===== config.mk =====
export PLATFORM = sky130hd
export DESIGN_NAME = srs_reset_sequencer
export DESIGN_NICKNAME = d
export VERILOG_FILES = /design/src/logic/srs_pkg.sv /design/src/logic/srs_reset_sequencer.sv /design/src/logic/srs_sync.sv /design/src/logic/srs_key_ram.sv
export VERILOG_INCLUDE_DIRS = /design/src /design/src/logic
export SDC_FILE = /design/constraint.sdc
export NUM_CORES = 1
export LEC_CHECK = 0
export BUFFER_PORTS_ARGS = -buffer_cell sky130_fd_sc_hd__buf_2
export CORE_MARGIN = 5
export CORE_UTILIZATION = 53
export DETAILED_ROUTE_END_ITERATION = 12
export PLACE_DENSITY = 0.85
export SLEW_MARGIN = 40
export SYNTH_ARGS = -nofsm -noshare
export SYNTH_HDL_FRONTEND = slang
export SYNTH_SLANG_ARGS = --single-unit

===== constraint.sdc =====
create_clock -name core_clk_i -period 3.1 [get_ports core_clk_i]
set_clock_uncertainty 0.2 [all_clocks]
set_input_delay 0.62 -clock core_clk_i [delete_from_list [all_inputs] [get_ports core_clk_i]]
set_output_delay 0.62 -clock core_clk_i [all_outputs]
set_load 0.02 [all_outputs]

===== src/logic/srs_defines.svh =====
// Constants of the system reset sequencer
`ifndef SRS_DEFINES_SVH
`define SRS_DEFINES_SVH

// Program start address after release
`define SRS_START_ADDR     16'h0000
// Identifier geometry, top 16 bytes of the data RAM
`define SRS_KEY_LAST_IDX   4'hF
`define SRS_KEY_FIRST_IDX  4'h0
// Port defaults while in reset
`define SRS_PORT_LATCH_RST 1'b1
`define SRS_PORT_OD_RST    1'b1
`define SRS_PULLUP_RST     1'b1
// Synchroniser reset levels: {vmon, pin_n, own pin drive}
`define SRS_SYNC_RST       3'b101
// Reset pin drive level (active low pin)
`define SRS_PIN_DRIVE_LVL  1'b0

`endif


===== src/logic/srs_pkg.sv =====
// Types shared by the system reset sequencer files
package srs_pkg;

   typedef enum logic [1:0] {
      ST_HOLD = 2'b00,
      ST_LOAD = 2'b01,
      ST_RUN  = 2'b10
   } srs_state_e;

   typedef struct packed {
      logic por;
      logic vmon;
      logic pin;
      logic wdt;
      logic sw;
   } srs_cause_s;

   typedef struct packed {
      logic latch_one;
      logic open_drain;
      logic pullup_en;
   } srs_port_ctl_s;

   typedef struct packed {
      logic halt;
      logic pc_clear;
      logic clk_lpo;
      logic wdt_en;
   } srs_core_ctl_s;

endpackage


===== src/logic/srs_reset_sequencer.sv =====
// System reset sequencer: holds the core, forces defaults, reloads the device key
`timescale 1ns/1ns
`include "srs_defines.svh"

module srs_reset_sequencer (
   input  wire logic                  core_clk_i,
   input  wire logic                  sys_rst_i,
   input  wire logic                  vmon_rst_i,
   input  wire logic                  rst_pin_i,
   input  wire logic                  wdt_rst_i,
   input  wire logic                  sw_rst_i,
   input  wire logic [127:0]          unique_device_key_i,
   input  wire logic                  fw_we_i,
   input  wire logic [3:0]            fw_waddr_i,
   input  wire logic [7:0]            fw_wdata_i,
   input  wire logic [3:0]            fw_raddr_i,
   output logic      [7:0]            fw_rdata_o,
   output srs_pkg::srs_core_ctl_s     core_ctl_o,
   output logic                       core_start_o,
   output logic      [15:0]           fetch_addr_o,
   output logic                       periph_rst_o,
   output logic                       por_only_rst_o,
   output srs_pkg::srs_port_ctl_s     port_ctl_o,
   output logic                       irq_disable_o,
   output logic                       timer_disable_o,
   output logic                       rst_pin_o,
   output logic                       rst_pin_oe_o,
   output logic                       key_load_busy_o,
   output srs_pkg::srs_cause_s        last_cause_o
);

   // ==========================================
   // Functions
   function automatic logic [7:0] key_byte(input logic [127:0] key, input logic [3:0] idx);
      key_byte = key[{idx, 3'b000} +: 8];
   endfunction

   // ==========================================
   // Source synchronisation
   // Pins are asynchronous; the spare lane delays our own pin drive so it cannot re-trigger
   logic       pin_oe_reg;
   logic [2:0] async_src;
   logic [2:0] sync_src;
   logic       vmon_sync;
   logic       pin_sync;
   logic       any_src;

   assign async_src = {vmon_rst_i, rst_pin_i, pin_oe_reg};

   srs_sync u_sync (
      .core_clk_i (core_clk_i),
      .sys_rst_i  (sys_rst_i),
      .async_i    (async_src),
      .sync_o     (sync_src)
   );

   assign vmon_sync = sync_src[2];
   assign pin_sync  = ~sync_src[1] & ~pin_oe_reg & ~sync_src[0];
   assign any_src   = vmon_sync | pin_sync | wdt_rst_i | sw_rst_i;

   // ==========================================
   // Sequencer state
   srs_pkg::srs_state_e state_reg;
   srs_pkg::srs_state_e state_next;
   logic [3:0]          idx_reg;
   logic [3:0]          idx_next;
   logic                in_reset_next;
   logic                enter_run;

   always_comb begin
      state_next = state_reg;
      idx_next   = idx_reg;
      case (state_reg)
         srs_pkg::ST_HOLD: begin
            if (!any_src) begin
               state_next = srs_pkg::ST_LOAD;
               idx_next   = `SRS_KEY_FIRST_IDX;
            end
         end
         srs_pkg::ST_LOAD: begin
            if (any_src) begin
               state_next = srs_pkg::ST_HOLD;
            end else if (idx_reg == `SRS_KEY_LAST_IDX) begin
               state_next = srs_pkg::ST_RUN;
            end else begin
               idx_next = idx_reg + 4'h1;
            end
         end
         srs_pkg::ST_RUN: begin
            if (any_src) begin
               state_next = srs_pkg::ST_HOLD;
            end
         end
         default: begin
            state_next = srs_pkg::ST_HOLD;
         end
      endcase
   end

   always_ff @(posedge core_clk_i or posedge sys_rst_i) begin
      if (sys_rst_i) begin
         state_reg <= srs_pkg::ST_HOLD;
         idx_reg   <= `SRS_KEY_FIRST_IDX;
      end else begin
         state_reg <= state_next;
         idx_reg   <= idx_next;
      end
   end

   // Key reload counts as part of the reset state, so the core stays halted
   assign in_reset_next = (state_next != srs_pkg::ST_RUN);
   assign enter_run     = (state_next == srs_pkg::ST_RUN) && (state_reg != srs_pkg::ST_RUN);

   // ==========================================
   // Reset causes
   // Power-on is marked by the async reset itself; set wins over clear
   srs_pkg::srs_cause_s cur_cause;
   srs_pkg::srs_cause_s acc_reg;
   srs_pkg::srs_cause_s acc_next;
   srs_pkg::srs_cause_s last_reg;
   srs_pkg::srs_cause_s last_next;

   always_comb begin
      cur_cause      = '0;
      cur_cause.vmon = vmon_sync;
      cur_cause.pin  = pin_sync;
      cur_cause.wdt  = wdt_rst_i;
      cur_cause.sw   = sw_rst_i;
      last_next      = last_reg;
      if (state_reg == srs_pkg::ST_RUN) begin
         acc_next = cur_cause;
      end else begin
         acc_next = acc_reg | cur_cause;
      end
      if (enter_run) begin
         last_next = acc_reg;
         acc_next  = cur_cause;
      end
   end

   always_ff @(posedge core_clk_i or posedge sys_rst_i) begin
      if (sys_rst_i) begin
         acc_reg     <= '0;
         acc_reg.por <= 1'b1;
         last_reg    <= '0;
      end else begin
         acc_reg  <= acc_next;
         last_reg <= last_next;
      end
   end

   // ==========================================
   // Output controls
   srs_pkg::srs_core_ctl_s core_reg;
   srs_pkg::srs_core_ctl_s core_next;
   srs_pkg::srs_port_ctl_s port_reg;
   srs_pkg::srs_port_ctl_s port_next;
   logic                   start_reg;
   logic                   start_next;
   logic [15:0]            fetch_reg;
   logic                   periph_reg;
   logic                   periph_next;
   logic                   por_rst_reg;
   logic                   por_rst_next;
   logic                   gate_reg;
   logic                   gate_next;
   logic                   pin_oe_next;
   logic                   busy_reg;
   logic                   busy_next;

   always_comb begin
      core_next.halt     = in_reset_next;
      // Clear PC and pick low-power oscillator through reset
      core_next.pc_clear = in_reset_next;
      core_next.clk_lpo  = in_reset_next | core_reg.clk_lpo;
      // Watchdog comes up enabled on exit
      core_next.wdt_en   = ~in_reset_next;
      start_next         = enter_run;
      // Defaults; power-on-only bits reset only for a power-on cause
      periph_next        = in_reset_next;
      por_rst_next       = in_reset_next & acc_next.por;
      // Ports forced; latches one, open drain
      port_next.latch_one  = in_reset_next ? `SRS_PORT_LATCH_RST : port_reg.latch_one;
      port_next.open_drain = in_reset_next ? `SRS_PORT_OD_RST : port_reg.open_drain;
      port_next.pullup_en  = `SRS_PULLUP_RST;
      gate_next          = in_reset_next;
      // Drive pin low for a supply monitor reset
      pin_oe_next        = in_reset_next & acc_next.vmon;
      busy_next          = (state_next == srs_pkg::ST_LOAD);
   end

   // Clock select and port fields hold after release; software owners move them later
   always_ff @(posedge core_clk_i or posedge sys_rst_i) begin
      if (sys_rst_i) begin
         core_reg             <= '0;
         core_reg.halt        <= 1'b1;
         core_reg.pc_clear    <= 1'b1;
         core_reg.clk_lpo     <= 1'b1;
         start_reg            <= 1'b0;
         fetch_reg            <= `SRS_START_ADDR;
         periph_reg           <= 1'b1;
         por_rst_reg          <= 1'b1;
         port_reg.latch_one   <= `SRS_PORT_LATCH_RST;
         port_reg.open_drain  <= `SRS_PORT_OD_RST;
         port_reg.pullup_en   <= `SRS_PULLUP_RST;
         gate_reg             <= 1'b1;
         pin_oe_reg           <= 1'b0;
         busy_reg             <= 1'b0;
      end else begin
         core_reg    <= core_next;
         start_reg   <= start_next;
         fetch_reg   <= `SRS_START_ADDR;
         periph_reg  <= periph_next;
         por_rst_reg <= por_rst_next;
         port_reg    <= port_next;
         gate_reg    <= gate_next;
         pin_oe_reg  <= pin_oe_next;
         busy_reg    <= busy_next;
      end
   end

   assign core_ctl_o      = core_reg;
   assign core_start_o    = start_reg;
   assign fetch_addr_o    = fetch_reg;
   assign periph_rst_o    = periph_reg;
   assign por_only_rst_o  = por_rst_reg;
   assign port_ctl_o      = port_reg;
   assign irq_disable_o   = gate_reg;
   assign timer_disable_o = gate_reg;
   assign rst_pin_o       = `SRS_PIN_DRIVE_LVL;
   assign rst_pin_oe_o    = pin_oe_reg;
   assign key_load_busy_o = busy_reg;
   assign last_cause_o    = last_reg;

   // ==========================================
   // Key RAM port
   logic       ram_we;
   logic [3:0] ram_waddr;
   logic [7:0] ram_wdata;

   always_comb begin
      ram_we    = 1'b0;
      ram_waddr = fw_waddr_i;
      ram_wdata = fw_wdata_i;
      if (state_reg == srs_pkg::ST_LOAD) begin
         // Loader owns the port during reload
         ram_we    = 1'b1;
         ram_waddr = idx_reg;
         ram_wdata = key_byte(unique_device_key_i, idx_reg);
      end else if (state_reg == srs_pkg::ST_RUN) begin
         // No write protection in normal operation
         ram_we    = fw_we_i;
      end
   end

   srs_key_ram u_key_ram (
      .core_clk_i (core_clk_i),
      .sys_rst_i  (sys_rst_i),
      .we_i       (ram_we),
      .waddr_i    (ram_waddr),
      .wdata_i    (ram_wdata),
      .raddr_i    (fw_raddr_i),
      .rdata_o    (fw_rdata_o)
   );
endmodule


===== src/logic/srs_sync.sv =====
// Two-flop synchroniser for asynchronous reset sources
`timescale 1ns/1ns
`include "srs_defines.svh"

module srs_sync (
   input  wire logic       core_clk_i,
   input  wire logic       sys_rst_i,
   input  wire logic [2:0] async_i,
   output logic      [2:0] sync_o
);

   logic [2:0] meta_reg;
   logic [2:0] sync_reg;

   // ==========================================
   // Synchroniser
   // Resets to the asserted levels so the supply monitor source looks active at power-up; the own-drive lane masks the pin
   always_ff @(posedge core_clk_i or posedge sys_rst_i) begin
      if (sys_rst_i) begin
         meta_reg <= `SRS_SYNC_RST;
         sync_reg <= `SRS_SYNC_RST;
      end else begin
         meta_reg <= async_i;
         sync_reg <= meta_reg;
      end
   end

   assign sync_o = sync_reg;

endmodule


===== src/logic/srs_key_ram.sv =====
// Top sixteen bytes of the data RAM holding the device key
`timescale 1ns/1ns

module srs_key_ram (
   input  wire logic       core_clk_i,
   input  wire logic       sys_rst_i,
   input  wire logic       we_i,
   input  wire logic [3:0] waddr_i,
   input  wire logic [7:0] wdata_i,
   input  wire logic [3:0] raddr_i,
   output logic      [7:0] rdata_o
);

   logic [7:0] mem [0:15];
   logic [7:0] rdata_reg;
   logic [7:0] rdata_next;

   // ==========================================
   // Storage
   // No reset on the array
   always_ff @(posedge core_clk_i) begin
      if (we_i) begin
         mem[waddr_i] <= wdata_i;
      end
   end

   // ==========================================
   // Registered read
   always_comb begin
      rdata_next = mem[raddr_i];
   end

   always_ff @(posedge core_clk_i or posedge sys_rst_i) begin
      if (sys_rst_i) begin
         rdata_reg <= 8'h00;
      end else begin
         rdata_reg <= rdata_next;
      end
   end

   assign rdata_o = rdata_reg;

endmodule


==> results.yml <==
yosys:
  yosys-top-cells-count: "edfxtp_1 (128), mux2i_1 (33), mux4_2 (32)"
  synthArstFlopShare_pct: 22.4
  syn-instance-count: 452
  synth_largest_area_cell: "edfxtp_1"
  synth-edff-count: 128
  synth_largest_type_area_fraction_pct: 50.0
  yosysWarningCount: 0
  netlist-cell-type-count: 42
  synth-seq-cells: 165
  syn-cell-area_mm2: 0.00769
  synthMostInstantiatedCell: "edfxtp_1"
  synth.avg_cell_area_um2: 17.0
  synth-main-ff-cell: "edfxtp_1"
  synth_area_leaders: "edfxtp_1 (50%), dfrtp_1 (9.4%), mux4_2 (9.4%)"
  synth.yosys.seq_area_share_pct: 62.2
final_layout:
  max_flop_register: "u_key_ram.mem"
  synthToLayoutAreaGrowth_pct: 20.9
  drive_above_1_share_pct: 45.5
  fillCellCount: 963
  largest_register_ff_count: 128
  final_layout_net_count: 785
  antennaDiodeCount: 0
timing:
  layout_min_cycle_time_ns: 2.67
  worst_slew_pin_slew_ns: 0.754
  rsz_0062_raised_after_global_routing: "no"
  fin_tns_setup_ns: 0
  final.period_utilization_pct: 86.3
  finalSetupViolations: 0
  fmax_ghz: 0.374
  timing.final.ws_setup_ns: 0.425
  max_slew_margin_pct: 49.8
  timing_hold_violations_final: 0
  drv_slew: 0
worst_hold_path:
  min_delay_worst_endpoint: "u_sync.meta_reg[2]"
  hp-start: "vmon_rst_i"
  min-delay-path-class: "input pin to flip-flop"
  whs_path_depth: 1
die:
  fp.dieH_um: 130
  die-width_um: 130
  design.core.area_mm2: 0.0144
  start_util_pct: 53.5
  ios: 195
  rows: 44
  design.die.area_mm2: 0.0170
clock_tree:
  cts_post_setup_buffers_inserted: 0
  clk_pin_slew_ns: 0.07
  ctsLongestPathBuffers: 2
  tritoncts_clock_tree: "done"
  insertion_delay_ns: 0.42
  post_cts.resized_instances: 0
  numCtsBuffers: 17
  ctsHoldBuffers: 0
  clk_root_buffer_cell: "clkbuf_16"
  cts.sinks: 165
  cts.htree.levels: 4
route:
  vias: 4970
  totalWireLength_um: 19900
  drt.antenna.violating_nets: 0
  drt_first_iter_violations: 456
  routedWlPerCell_um: 24.0
  vias_per_cell: 5.99
  drc: 0
  drtPass1Iterations: 6
global_route:
  grt_start_max_net_pins: 39
  grt_first_pass_wirelength_um: 29700
  grtUsageMet3_pct: 4.67
  groute.layer.met1.usage_pct: 28.8
  vias_in_the_first_global_route: 5167
  gr-total-overflow: 0
  groute.usage.overall_pct: 24.3
  global_route.usage.met2_pct: 43.7
  grt.busiest_layer: "met2"
  grt_antenna_before_repair: 0
worst_setup_path:
  crit_arrival_ns: 2.77
  reg2reg_depth: 5
  critPathMaxFanout: 15
  worstReg2RegStart: "idx_reg[1]"
  crit_path_end_kind: "flip-flop"
  critPathSlowestCell: "dfrtp_1"
  worst_path_largest_cell_delay_ns: 0.59
  critPathLaunchType: "flip-flop"
  crit_path_cell_trace: "buf_4 -> ha_1 -> and3_1 -> nand3_1 -> mux2_1"
  r2r_slack_ns: 0.43
  crit-reg2reg-capture: "last_cause_o[1]"
  worst_ep_required_time_ns: 3.20
  timing_worst_setup_path_type: "flip-flop to flip-flop"
placement:
  placement.io_buffers: 174
  finalWeightedCongestion: 0.900
  preCtsSetupSlack_ns: 0.460
  final_hpwl_from_detailed_placement_um: 14000
run_status:
  run_status: "complete, no violations"
power:
  worst_ir_drop_on_vdd_mv: 0.484
  p_leak_nw: 3.58
  power.density_cell_area_mw_per_mm2: 538
job:
  number_of_max_capacitance_violations_reported: 0
## layout make-up
class                   count  area (um^2)  area share, %
flip-flops and latches    165         4780           51.4
well taps                 184          230           2.48
multi-input cells         246         2600           27.9
clock buffers              17          425           4.58
inverters                   4         15.0          0.162
repair buffers            199         1080           11.7
clock inverters            15          161           1.74
## critical path, delay by kind of cell (launching register included)
family,cells,cell delay (ns)
muxes,1,0.46
DFF,1,0.59
adders and majority gates,1,0.23
and+or+nand+nor,2,0.76
buffers and inverters,1,0.31
## layout by cell type (no fill, tap or decap), types with 2 or more instances in the layout
cell type / Yosys / routed
mux4_1: 24 / 24
clkinv_4: 0 / 2
nand2_1: 11 / 11
inv_8: 0 / 3
inv_6: 0 / 5
nor3_1: 11 / 11
dfrtp_1: 29 / 28
a31oi_1: 2 / 2
buf_4: 25 / 23
or2_2: 2 / 2
mux2_1: 4 / 4
and3_1: 4 / 4
a21oi_1: 8 / 8
dfstp_2: 8 / 8
nor2b_1: 2 / 2
inv_1: 3 / 3
a31o_2: 3 / 3
o21ai_1: 2 / 2
nand2b_1: 7 / 7
nor3b_1: 2 / 2
nor2_1: 30 / 24
clkbuf_16: 0 / 17
mux2i_1: 33 / 33
nand3_1: 3 / 3
buf_2: 8 / 174
buf_12: 1 / 2
o22ai_1: 24 / 24
edfxtp_1: 128 / 128
conb_1: 2 / 20
mux4_2: 32 / 32
clkinvlp_4: 0 / 2
a22o_1: 2 / 2
mux2_2: 10 / 10
or3_1: 2 / 2
nor2_2: 0 / 6
## logic make-up after synthesis
group,share of synthesized area [%]
adder cells (fa/ha/maj),0.163
other,0.0977
multiplexers,23.9
buffers and inverters,5.13
AND/OR/NAND/NOR,4.57
AO/OA/AOI/OAI,3.94
flip-flops,62.2
## power breakdown
part	switching [mW]	total, mW	internal (mW)
Clock	0.932	2.07	1.14
Combinational	0.255	0.489	0.234
Sequential	0.0134	2.44	2.43
## through the flow
step | total power, mW | hold WS [ns] | utilization [%] | cells | cell area (um^2)
after floorplan | 2.81 | 0.131 | - | 470 | 7750
after global placement | 2.96 | 0.137 | 60.5 | 798 | 8690
after detailed placement | 2.97 | 0.145 | 60.5 | 798 | 8690
after CTS | 5.02 | 0.0862 | 64.6 | 830 | 9280
after global routing | 5.17 | 0.0827 | 64.7 | 830 | 9290
final | 5.00 | 0.0985 | 64.7 | 830 | 9290
## per-layer routing
metal,vias to the layer above,wire (um)
met5,-,0
met2,299,10700
met1,2497,7140
met3,33,1440
li1,2141,-
met4,0,646
## worst max path at each step
stage                     from  depth (start not counted)                    to  slack [ns]
floorplan           idx_reg[0]                          8   u_key_ram.mem[0][2]        0.88
global placement    idx_reg[1]                          5   u_key_ram.mem[6][7]        0.61
detailed placement  idx_reg[1]                          5  u_key_ram.mem[15][7]        0.46
CTS                 idx_reg[1]                          5   u_key_ram.mem[2][7]        0.42
global route        idx_reg[1]                          5       last_cause_o[2]        0.28
finish              idx_reg[1]                          5       last_cause_o[1]        0.43
Note: power is estimated with default switching activity, not from simulation.
